File: config.mk
export PLATFORM = sky130hd
export DESIGN_NAME = qdic_top
export DESIGN_NICKNAME = d
export VERILOG_FILES = /design/src/hdl/qdic_pkg.sv /design/src/hdl/qdic_prescale.sv /design/src/hdl/qdic_filter.sv /design/src/hdl/qdic_top.sv
export SDC_FILE = /design/constraint.sdc
export NUM_CORES = 1
export LEC_CHECK = 0
export ABC_AREA = 1
export BUFFER_PORTS_ARGS = -buffer_cell sky130_fd_sc_hd__buf_4
export CORE_UTILIZATION = 55
export CTS_CLUSTER_DIAMETER = 100
export DETAILED_ROUTE_END_ITERATION = 16
export PLACE_DENSITY = 0.74
export SLEW_MARGIN = 20
export SYNTH_ARGS = -nofsm -noshare
export SYNTH_HDL_FRONTEND = slang
export SYNTH_HIERARCHICAL = 1
export SYNTH_SLANG_ARGS = --single-unit
File: constraint.sdc
create_clock -name pclk -period 5.7 [get_ports pclk]
set_input_delay 0.285 -clock pclk [delete_from_list [all_inputs] [get_ports pclk]]
set_output_delay 0.285 -clock pclk [all_outputs]
set_load 0.01 [all_outputs]
File: src/hdl/qdic_pkg.sv
// package: register map, field layout and constants of the encoder input block
package qdic_pkg;
   localparam logic [11:0] QDIC_OFS_IOCL = 12'h000;
   localparam logic [11:0] QDIC_OFS_CTRL = 12'h004;
   localparam logic [11:0] QDIC_OFS_POS = 12'h008;
   localparam logic [11:0] QDIC_OFS_LOW = 12'h00c;
   localparam logic [11:0] QDIC_OFS_HIGH = 12'h010;
   localparam logic [11:0] QDIC_OFS_CAP = 12'h014;
   localparam logic [11:0] QDIC_OFS_STAT = 12'h018;
   localparam logic [11:0] QDIC_OFS_MASK = 12'h01c;
   // io control field positions
   localparam int QDIC_B_CAPEN = 15;
   localparam int QDIC_B_FLTEN = 14;
   localparam int QDIC_B_FDIV = 11;
   localparam int QDIC_B_OFNC = 9;
   localparam int QDIC_B_SWAP = 8;
   localparam int QDIC_B_HPOL = 7;
   localparam int QDIC_B_IPOL = 6;
   localparam int QDIC_B_BPOL = 5;
   localparam int QDIC_B_APOL = 4;
   // control field positions
   localparam int QDIC_B_EXT_GATE_ENABLE = 2;
   localparam int QDIC_B_MODE = 0;
   // status bits
   localparam int QDIC_S_CAP = 0;
   localparam int QDIC_S_CMP = 1;
   localparam int QDIC_S_IDX = 2;
   localparam logic [15:0] QDIC_IOCL_RST = 16'h0000;
   localparam logic [2:0] QDIC_CTRL_RST = 3'h0;
   localparam logic [31:0] QDIC_POS_RST = 32'h00000000;
   localparam logic [31:0] QDIC_LOW_RST = 32'h00000000;
   localparam logic [31:0] QDIC_HIGH_RST = 32'hffffffff;
   localparam logic [2:0] QDIC_STAT_RST = 3'h0;
   localparam logic [2:0] QDIC_MASK_RST = 3'h0;
   localparam int QDIC_FLT_LEN = 3;
   typedef enum logic [1:0] {
      QDIC_MODE_QUAD = 2'b00,
      QDIC_MODE_UPDN = 2'b01,
      QDIC_MODE_EXTG = 2'b10,
      QDIC_MODE_TMRG = 2'b11
   } qdic_mode_t;
   typedef enum logic [1:0] {
      QDIC_OUT_OFF = 2'b00,
      QDIC_OUT_HIGH = 2'b01,
      QDIC_OUT_LOW = 2'b10,
      QDIC_OUT_BOTH = 2'b11
   } qdic_ofn_t;
endpackage

File: src/hdl/qdic_prescale.sv
// filter clock prescaler: one tick every 2^code cycles
module qdic_prescale
   import qdic_pkg::*;
(
   input wire logic pclk, // system clock
   input wire logic presetn, // async reset, active low
   input wire logic [2:0] code, // divide code 000..111
   output logic tick // one-cycle filter sample strobe
);
   logic [6:0] cnt;
   logic [6:0] next_cnt;
   logic [6:0] lim;
   always_comb begin
      lim = 7'((8'h01 << code) - 8'h01);
      tick = (cnt >= lim);
      next_cnt = tick ? 7'h00 : cnt + 7'h01;
   end
   always_ff @(posedge pclk or negedge presetn) begin
      if (!presetn) begin
         cnt <= 7'h00;
      end else begin
         cnt <= next_cnt;
      end
   end
endmodule

File: src/hdl/qdic_filter.sv
// digital input filter: output follows only after a stable run of samples
module qdic_filter
   import qdic_pkg::*;
(
   input wire logic pclk, // system clock
   input wire logic presetn, // async reset, active low
   input wire logic tick, // sample strobe from prescaler
   input wire logic din, // raw synchronous input
   output logic dout // filtered level
);
   logic [QDIC_FLT_LEN-1:0] hist;
   logic [QDIC_FLT_LEN-1:0] next_hist;
   logic next_dout;
   always_comb begin
      next_hist = hist;
      next_dout = dout;
      if (tick) begin
         next_hist = {hist[QDIC_FLT_LEN-2:0], din};
         if (&next_hist) begin
            next_dout = 1'b1;
         end else if (~|next_hist) begin
            next_dout = 1'b0;
         end
      end
   end
   always_ff @(posedge pclk or negedge presetn) begin
      if (!presetn) begin
         hist <= '0;
         dout <= 1'b0;
      end else begin
         hist <= next_hist;
         dout <= next_dout;
      end
   end
endmodule

File: src/hdl/qdic_top.sv
// quadrature decoder input conditioning, counter modes and compare output
// Behaviour
// [RL1] gate enable set: external gate controls counting; clear: gate ignored
// [RL2] mode 11 timer+gate, 10 ext clock+gate, 01 ext clock+dir, 00 quadrature
// [RL3] capture enable set: rising index captures position; clear: no capture
// [RL4] filter enable inserts digital filter on A, B, index, home
// [RL5] filter clock divide code selects 1:1 up to 1:128, powers of two
// [RL6] compare output: 11 low or high limit, 10 low, 01 high, 00 off
// [RL7] swap bit exchanges phase A and B before the decoder
// [RL8] home polarity set inverts home input
// [RL9] index, B and A polarity bits invert their inputs likewise
// [RL10] low nibble reads current home, index, B, A levels after polarity and optional filter
module qdic_top
   import qdic_pkg::*;
(
   input wire logic pclk, // system clock 125 MHz
   input wire logic presetn, // async reset, active low
   input wire logic psel, // apb select
   input wire logic penable, // apb access phase
   input wire logic pwrite, // apb write
   input wire logic [11:0] paddr, // apb byte address
   input wire logic [31:0] pwdata, // apb write data
   input wire logic [3:0] pstrb, // apb byte strobes
   output logic [31:0] prdata, // apb read data
   output logic pready, // apb ready
   output logic pslverr, // apb error on unmapped address
   input wire logic phase_a_input, // encoder phase a
   input wire logic phase_b_input, // encoder phase b
   input wire logic index_input, // encoder index
   input wire logic home_input, // home switch
   output logic compare_output_pin, // compare output
   output logic irq // level interrupt
);
   logic [15:0] encoder_io_control_low;
   logic [2:0] encoder_control;
   logic [31:0] position_counter;
   logic [31:0] low_compare_limit;
   logic [31:0] high_compare_limit;
   logic [31:0] capture;
   logic [2:0] status;
   logic [2:0] mask;
   logic [15:0] next_iocl;
   logic [2:0] next_ctrl;
   logic [31:0] next_pos;
   logic [31:0] next_low;
   logic [31:0] next_high;
   logic [31:0] next_cap;
   logic [2:0] next_status;
   logic [2:0] next_mask;
   logic [3:0] raw_pins;
   logic [3:0] polar;
   logic [3:0] filt;
   logic [3:0] cond;
   logic [3:0] prev;
   logic [3:0] next_prev;
   logic next_cmp;
   logic tick;
   logic wr;
   logic rd;
   logic hit;
   logic [2:0] evt;
   logic a_in;
   logic b_in;
   logic idx_rise;
   logic gate;
   logic step;
   logic dir;
   logic quad_err;
   logic [31:0] iocl_m;
   logic [31:0] ctrl_m;
   logic [31:0] mask_m;
   qdic_mode_t mode;
   qdic_ofn_t ofn;

   // byte-lane merge shared by every writable register except the write-one-clear status
   function automatic logic [31:0] merge(input logic [31:0] old,
                                         input logic [31:0] wd,
                                         input logic [3:0] strb);
      logic [31:0] res;
      res = old;
      for (int i = 0; i < 4; i++) begin
         if (strb[i]) begin
            res[i*8 +: 8] = wd[i*8 +: 8];
         end
      end
      return res;
   endfunction

   assign mode = qdic_mode_t'(encoder_control[QDIC_B_MODE +: 2]);
   assign ofn = qdic_ofn_t'(encoder_io_control_low[QDIC_B_OFNC +: 2]);
   assign raw_pins = {home_input, index_input, phase_b_input, phase_a_input};
   // polarity applied before the filter so the filter sees final sense
   assign polar = raw_pins ^ {encoder_io_control_low[QDIC_B_HPOL], // RL8
                              encoder_io_control_low[QDIC_B_IPOL], // RL9
                              encoder_io_control_low[QDIC_B_BPOL],
                              encoder_io_control_low[QDIC_B_APOL]};

   qdic_prescale u_pre (
      .pclk(pclk),
      .presetn(presetn),
      .code(encoder_io_control_low[QDIC_B_FDIV +: 3]), // RL5
      .tick(tick)
   );

   for (genvar g = 0; g < 4; g++) begin : g_flt
      qdic_filter u_flt (
         .pclk(pclk),
         .presetn(presetn),
         .tick(tick),
         .din(polar[g]),
         .dout(filt[g])
      );
   end

   // filter bypass still uses the filtered path's registers for nothing
   assign cond = encoder_io_control_low[QDIC_B_FLTEN] ? filt : polar; // RL4

   always_comb begin
      // swap ahead of the decoder only
      a_in = encoder_io_control_low[QDIC_B_SWAP] ? cond[1] : cond[0]; // RL7
      b_in = encoder_io_control_low[QDIC_B_SWAP] ? cond[0] : cond[1]; // RL7
      next_prev = {cond[3], cond[2], b_in, a_in};
   end

   always_comb begin
      idx_rise = cond[2] & ~prev[2];
      // home acts as the external gate input
      gate = encoder_control[QDIC_B_EXT_GATE_ENABLE] ? cond[3] : 1'b1; // RL1
      step = 1'b0;
      dir = 1'b1;
      quad_err = 1'b0;
      case (mode) // RL2
         QDIC_MODE_QUAD: begin
            // x4 decoding; both phases changing at once is a lost step
            if ((a_in ^ prev[0]) && (b_in ^ prev[1])) begin
               quad_err = 1'b1;
            end else if ((a_in ^ prev[0]) || (b_in ^ prev[1])) begin
               step = gate;
               dir = a_in ^ prev[1];
            end
         end
         QDIC_MODE_UPDN: begin
            step = a_in & ~prev[0] & gate;
            dir = b_in;
         end
         QDIC_MODE_EXTG: begin
            step = a_in & ~prev[0] & gate;
         end
         QDIC_MODE_TMRG: begin
            step = gate;
         end
         default: begin
            step = 1'b0;
         end
      endcase
   end

   always_comb begin
      next_pos = position_counter;
      if (step) begin
         next_pos = dir ? position_counter + 32'h1 : position_counter - 32'h1;
      end
      // a software write to the counter wins over a count in the same cycle
      if (wr && paddr == QDIC_OFS_POS) begin
         next_pos = merge(position_counter, pwdata, pstrb);
      end
      next_cap = capture;
      if (encoder_io_control_low[QDIC_B_CAPEN] && idx_rise) begin // RL3
         next_cap = position_counter;
      end
      case (ofn) // RL6
         QDIC_OUT_BOTH: next_cmp = (position_counter <= low_compare_limit) ||
                                   (position_counter >= high_compare_limit);
         QDIC_OUT_LOW: next_cmp = position_counter <= low_compare_limit;
         QDIC_OUT_HIGH: next_cmp = position_counter >= high_compare_limit;
         default: next_cmp = 1'b0;
      endcase
   end

   // apb: zero wait states, write and read both complete in the access cycle
   assign wr = psel & penable & pwrite;
   assign rd = psel & ~pwrite;
   assign pready = 1'b1;
   always_comb begin
      case (paddr)
         QDIC_OFS_IOCL, QDIC_OFS_CTRL, QDIC_OFS_POS, QDIC_OFS_LOW,
         QDIC_OFS_HIGH, QDIC_OFS_CAP, QDIC_OFS_STAT, QDIC_OFS_MASK:
            hit = 1'b1;
         default: hit = 1'b0;
      endcase
   end
   assign pslverr = psel & penable & ~hit;

   assign evt[QDIC_S_CAP] = encoder_io_control_low[QDIC_B_CAPEN] & idx_rise;
   assign evt[QDIC_S_CMP] = next_cmp & ~compare_output_pin;
   assign evt[QDIC_S_IDX] = quad_err;

   // merged write words, narrowed to each register's width below
   assign iocl_m = merge({16'h0, encoder_io_control_low}, pwdata, pstrb);
   assign ctrl_m = merge({29'h0, encoder_control}, pwdata, pstrb);
   assign mask_m = merge({29'h0, mask}, pwdata, pstrb);

   always_comb begin
      next_iocl = encoder_io_control_low;
      next_ctrl = encoder_control;
      next_low = low_compare_limit;
      next_high = high_compare_limit;
      next_mask = mask;
      next_status = status;
      if (wr) begin
         case (paddr)
            QDIC_OFS_IOCL: next_iocl = {iocl_m[15:4], 4'h0};
            QDIC_OFS_CTRL: next_ctrl = ctrl_m[2:0];
            QDIC_OFS_LOW: next_low = merge(low_compare_limit, pwdata, pstrb);
            QDIC_OFS_HIGH: next_high = merge(high_compare_limit, pwdata, pstrb);
            QDIC_OFS_MASK: next_mask = mask_m[2:0];
            QDIC_OFS_STAT:
               if (pstrb[0]) begin
                  next_status = status & ~pwdata[2:0];
               end
            default: next_status = next_status;
         endcase
      end
      // a new event wins over a simultaneous write-one clear
      next_status = next_status | evt;
   end

   always_comb begin
      prdata = 32'h0;
      if (rd) begin
         case (paddr)
            QDIC_OFS_IOCL: // RL10
               prdata = {16'h0, encoder_io_control_low[15:4], cond};
            QDIC_OFS_CTRL: prdata = {29'h0, encoder_control};
            QDIC_OFS_POS: prdata = position_counter;
            QDIC_OFS_LOW: prdata = low_compare_limit;
            QDIC_OFS_HIGH: prdata = high_compare_limit;
            QDIC_OFS_CAP: prdata = capture;
            QDIC_OFS_STAT: prdata = {29'h0, status};
            QDIC_OFS_MASK: prdata = {29'h0, mask};
            default: prdata = 32'h0;
         endcase
      end
   end

   assign irq = |(status & mask);

   always_ff @(posedge pclk or negedge presetn) begin
      if (!presetn) begin
         encoder_io_control_low <= QDIC_IOCL_RST;
         encoder_control <= QDIC_CTRL_RST;
         position_counter <= QDIC_POS_RST;
         low_compare_limit <= QDIC_LOW_RST;
         high_compare_limit <= QDIC_HIGH_RST;
         capture <= QDIC_POS_RST;
         status <= QDIC_STAT_RST;
         mask <= QDIC_MASK_RST;
         prev <= 4'h0;
         compare_output_pin <= 1'b0;
      end else begin
         encoder_io_control_low <= next_iocl;
         encoder_control <= next_ctrl;
         position_counter <= next_pos;
         low_compare_limit <= next_low;
         high_compare_limit <= next_high;
         capture <= next_cap;
         status <= next_status;
         mask <= next_mask;
         prev <= next_prev;
         compare_output_pin <= next_cmp;
      end
   end
endmodule

# == Word-level counts from Yosys, hierarchy flattened ==
# Memories as Yosys holds them, arrays and structs flattened.
# Cells that the tools add are included.
# classes
add_sub_neg,4
multipliers,0
div_mod_pow,0
magnitude_cmp,3
eq_ne,21
shift,1
mux,35
bitwise_logic,22
n_reduce_logical,39
# op_table
operator,n
32-bit case mux with 8 select lines,1
32-bit 2-to-1 mux,4
"12-bit by 5-bit equality test with 1-bit output, second input constant",4
3-bit AND reduction,16
"32-bit by 1-bit adder with 32-bit output, second input constant",1
32-bit >= comparator,1
32-bit <= comparator,1
8-bit 2-to-1 mux,4
"32-bit by 1-bit subtractor with 32-bit output, second input constant",1
"12-bit by 4-bit equality test with 1-bit output, second input constant",2
1-bit 2-to-1 mux,18
2-bit AND reduction,8
3-bit OR reduction,5
"12-bit by 3-bit equality test with 1-bit output, second input constant",1
12-bit logical NOT,1
1-bit AND,9
3-bit 2-to-1 mux,3
"2-bit equality test, second input constant",4
"2-bit by 1-bit != test with 1-bit output, second input constant",4
"2-bit != test, second input constant",4
"7-bit by 1-bit adder with 7-bit output, second input constant",1
7-bit >= comparator,1
7-bit logical NOT,1
7-bit 2-to-1 mux,1
17 further kinds,29
# totals
regBits,172
latch_bits,0
ram_bits,0
mem_bits_ro,32
inputBits,57
out_inout_bits,36
elab_cells,155
memories,1
# memory_table
memory,depth,width,rd,rd_clocked_by_memory_dff,write_ports,line,rtl
(name not given),32,1,1,0,0,qdic_top.sv:185,case (paddr)

# == Logic depth before layout (Yosys ltp) ==
# logic_depth
depth_word,11
mapped_depth,25
ltp_nobuf,25

# == By module ==
# The synthesis kept the hierarchy.
# by_module_without_submodules
mod,n_inst,cells_per_inst,area_each_um2,seq_area_each_um2
qdic_top,1,1544,11076.9,3868.7
qdic_prescale,1,73,530.5,175.2
qdic_filter,4,15,127.6,75.1

# == Least setup slack after synthesis ==
# Ideal clock, no wire load.
# synth_timing
path_type,register -> register
startpoint,reg encoder_io_control_low[14]
endpoint,reg position_counter[22]
setup_time_ns,0.116
arrival_ns,3.801
t_required_ns,5.584
path_slack_ns,1.783
stages_incl_launch_ff,23
n_path_buf,1
synth_period_minus_slack_ns,3.917
cell_sequence,dfrtp_1 -> buf_4 -> inv_4 -> or2_4 -> nand3_1 -> nand2_1 -> ha_1 -> nand2_1 -> inv_1 -> nand3_1 -> nand2_2 -> nor2_2 -> ha_1 -> a21oi_1 -> a21boi_0 -> o21bai_1 -> nor2_1 -> nand2_1 -> or2_2 -> nand3_1 -> nand2_1 -> nand2_1 -> nand2_1
# synth_via
elab_chain_len,10
word_cells_on_any_way,22
cone_classes,mux: 13; bitwise: 5; reduce/logical: 4
# synth_rtl
element,line,rtl
start: declaration,qdic_top.sv:34,logic [15:0] encoder_io_control_low;
start signal: assignment,qdic_top.sv:261,encoder_io_control_low <= next_iocl;
4-bit 2-to-1 mux *,qdic_top.sv:116,assign cond = encoder_io_control_low[QDIC_B_FLTEN] ? filt : polar;
1-bit 2-to-1 mux *,qdic_top.sv:120,a_in = encoder_io_control_low[QDIC_B_SWAP] ? cond[1] : cond[0];
named net a_in,qdic_top.sv:62,logic a_in;
1-bit bitwise XOR,"qdic_top.sv:135, qdic_top.sv:137",
1-bit logical OR,qdic_top.sv:137,end else if ((a_in ^ prev[0]) || (b_in ^ prev[1])) begin
1-bit 2-to-1 mux,qdic_top.sv:137,
1-bit 2-to-1 mux,qdic_top.sv:135,if ((a_in ^ prev[0]) && (b_in ^ prev[1])) begin
1-bit case mux with 2 select lines,qdic_top.sv:132,case (mode)
32-bit 2-to-1 mux,qdic_top.sv:161,next_pos = dir ? position_counter + 32'h1 : position_counter - 32'h1;
32-bit 2-to-1 mux,qdic_top.sv:160,if (step) begin
32-bit 2-to-1 mux,qdic_top.sv:164,if (wr && paddr == QDIC_OFS_POS) begin
end signal: assignment,qdic_top.sv:263,position_counter <= next_pos;
end: declaration,qdic_top.sv:36,logic [31:0] position_counter;
# The timed path passes the listed nets; every way through them passes the cells marked *. The select of a mux whose other input is x is not followed.
# A chain may end at the register's enable or synchronous reset.

# == Final worst setup path ==
# Ends and elaborated chain as after synthesis.

==> metrics.cfg <==
[worst_setup_path]
timing.critical_path.to_type=flop
crit_path_max_fanout=17
rr_startpoint=encoder_io_control_low[14]
critPathArrivalTime_ps=4910
regToRegSetupSlack_ps=1120
setup.worst_path.class=reg2reg
worst_path_largest_cell_delay_ps=610
critical_path.startpoint=encoder_io_control_low[14]
critPathMostFrequentCell=sky130_fd_sc_hd__nand2_1
cell_type_of_the_slowest_stage_on_the_worst_timing_path=sky130_fd_sc_hd__nor2_2
cp_launch_type=flop
required_ps=6030
critical_path.cell_chain=inv_4 > or2_4 > nand3_1 > nand2_1 > ha_1 > nand2_1 > inv_1 > nand3_1 > nand2_2 > nor2_2 > buf_4 > ha_1 > a21oi_1 > a21boi_0 > o21bai_1 > nor2_1 > nand2_1 > or2_2 > nand3_1 > nand2_1 > nand2_1 > nand2_1

[clocking]
cts_buffer_depth=2
htree_levels=4
worst_setup_hold_path_clk_slew_ps=70
number_of_buffers_added_for_setup_after_cts=0
cts.sink_count=172
worstSkewPairLatency_ps=440
cts_buf_count=17
tritoncts=done
cts.repair.resized=0
root_buffer=sky130_fd_sc_hd__clkbuf_16

[synthesis]
synth_seq_cells=172
synth.cell_area_um2=12100
sequential_element_share_of_the_synthesized_area_pct=35.8
avgSynthCellArea_um2=7.23
synth.lib_cells_used.distinct=45
synth-warning-count=6
syn-instance-count=1677
synthesis.nets=1841
async_reset_ff_share_pct=100
synthFlopType=sky130_fd_sc_hd__dfrtp_1
number_of_enable_flip_flop_cells_after_synthesis=0

[floorplan]
die_width_um=150
num_ports=93
floorplan.core_area_um2=21300
die_area_um2=22600
dieHeight_um=150
floorplan.initialDensity_pct=56.9
num_rows=53

[route]
via_count=11709
detail-route-antenna-nets=0
met2RoutedLength_mm=17.5
post_drt_via_cell_ratio=5.73
route.met3.wl_mm=2.05
first_iter_violations=820
routed_wire_length_per_instance_um=17.9
routed.top_layer=met5
detailedRoute.firstPassIterationCount=6
drc=0
routed_wirelength_mm=36.7
wirelength_met1_mm=16.0

[worst_hold_path]
worst_hold_path_type=in2reg
holdCritStartpoint=pwdata[17]

[job]
max-cap-violations=0

[timing]
timing.hold.ws_ps=104
setup-violations-final=0
fin_setup_tns_ps=0
timing.final.hold_violations=0
timing.clock.skew_ps=14.1
worst_slew_pin_slew_ps=994
maxSlewHeadroom_pct=33.5
timing.final.crit_share_pct=80.3
grt_setup_unrepaired=false
max_freq_ghz=0.218
timing.final.max_slew_violations=0
fin_crit_ps=4580

[placed_design]
dp_hpwl_mm=27.8
dpl-instance-area_um2=13000
place_congestion=0.997
io_buffer_count=91

[global_route]
global_route.overflow_total=0
grt_pass1_vias=11088
global_route_wire_length_before_repair_mm=57.8
grt_start_max_net_pins=66
grt_antenna_before_repair=1
total_routing_resource_utilization_after_global_routing_pct=33.4

[power]
cellLeakagePower_nw=6.35
power.total_mw=4.72
worst_ir_drop_vdd_mv=0.196
power-per-cell-area_nw_per_um2=348

[final_layout]
finalNetCount=1918
n_antenna_cell=0
post_route_design_area_um2=13600
final_core_utilization_pct=63.8
fraction_of_layout_instances_using_a_drive_strength_above_1_pct=11.6
flow.area_growth_from_synthesis_pct=12.1

[status]
run_status=finished clean

[cell usage after synthesis (7+ instances only)]
| cell | number | share of area (%) |
|---|---|---|
| sky130_fd_sc_hd__nand3b_1 | 7 | 0.43 |
| sky130_fd_sc_hd__o21ai_0 | 199 | 8.2 |
| sky130_fd_sc_hd__o22ai_1 | 34 | 1.8 |
| sky130_fd_sc_hd__a31oi_1 | 15 | 0.77 |
| sky130_fd_sc_hd__nand3_1 | 94 | 3.9 |
| sky130_fd_sc_hd__nor3_1 | 8 | 0.33 |
| sky130_fd_sc_hd__ha_1 | 106 | 11 |
| sky130_fd_sc_hd__nand2_1 | 421 | 13 |
| sky130_fd_sc_hd__dfstp_2 | 32 | 6.9 |
| sky130_fd_sc_hd__nor2_1 | 111 | 3.4 |
| sky130_fd_sc_hd__nand4_1 | 21 | 1.1 |
| sky130_fd_sc_hd__clkbuf_1 | 17 | 0.53 |
| sky130_fd_sc_hd__or2_2 | 10 | 0.52 |
| sky130_fd_sc_hd__a21oi_1 | 100 | 4.1 |
| sky130_fd_sc_hd__buf_2 | 18 | 0.74 |
| sky130_fd_sc_hd__o21bai_1 | 7 | 0.43 |
| sky130_fd_sc_hd__a221oi_1 | 17 | 1.2 |
| sky130_fd_sc_hd__inv_1 | 245 | 7.6 |
| sky130_fd_sc_hd__dfrtp_1 | 140 | 29 |
[logic make-up after synthesis]
kind of cell | after synthesis | synth area share, %
xor gates and xnor gates | 10 | 0.723
muxes | 1 | 0.0826
other | 1 | 0.0309
DFF | 172 | 35.8
adders and majority gates | 107 | 11.1
buffers and inverters | 293 | 9.66
and+or+nand+nor | 693 | 24.3
AOI/OAI and AO/OA | 400 | 18.3
[area by class of cell]
type                    count  area, um^2
clock buffers              19         443
fillers                  1945        7700
clock inverters            13         130
well taps                 275         344
repair buffers            101         764
inverters                 250         942
flip-flops and latches    172        4340
multi-input cells        1212        6610
[flip-flops by register name (all words and copies together), names as in the netlist]
register	cells
status	3
mask	3
high_compare_limit	32
g_flt.u_flt/dout	4
encoder_control	3
prev	3
u_pre/cnt	7
encoder_io_control_low	12
low_compare_limit	32
g_flt.u_flt/hist	8
compare_output_pin	1
capture	32
position_counter	32
[report_power, final]
part | internal, mW | switching [mW] | leakage [nW] | total (mW)
Combinational | 0.758 | 1.26 | 3.88 | 2.02
Sequential | 1.34 | 0.191 | 2.18 | 1.53
Clock | 0.626 | 0.546 | 0.284 | 1.17
[worst max-delay path, delay by kind of cell, from the launching register on]
family / cells / cell delay, ps
fa+ha+maj: 2 / 610
flops: 1 / 510
buf+inv: 3 / 500
compound gates: 3 / 830
simple gates: 14 / 1990
[timing repair]
item,in CTS,in global routing
endpoints found under the hold margin,52,0
hold buffers,1,0
endpoints found under the setup margin,0,0
[through the flow]
stage                     worst slack, ps  cells
final                                1120   2042
after global routing                  814   2042
after CTS                            1180   2042
after detailed placement             1200   2009
after global placement               1250   2009
after floorplan                      1780   1677
[layer usage]
metal	GRT usage, %	vias up
met4	12.8	2
li1	-	5720
met5	0	-
met3	4.97	71
met2	56.7	381
met1	42.7	5535
[layout by cell type, fill, tap and decap left out, drive strengths merged, types with 19 or more instances in the layout]
cell type,instances
dfrtp,140
nand2,425
nor2,117
nand4,22
inv,255
dfstp,32
ha,106
o22ai,34
a21oi,100
o21ai,210
nand3,98
buf,100
clkbuf,19
[final timing paths]
| check | end | cells after the start |
|---|---|---|
| setup reg to reg | position_counter[22] | 22 |
| setup / recovery | position_counter[22] | 22 |
| hold reg to reg | g_flt[2].u_flt/dout | 2 |
| max in group asynchronous | position_counter[31] | 3 |
| min in group asynchronous | u_pre/cnt[6] | 2 |
| hold / removal | high_compare_limit[17] | 3 |
Note: power is estimated with default switching activity, not from simulation.
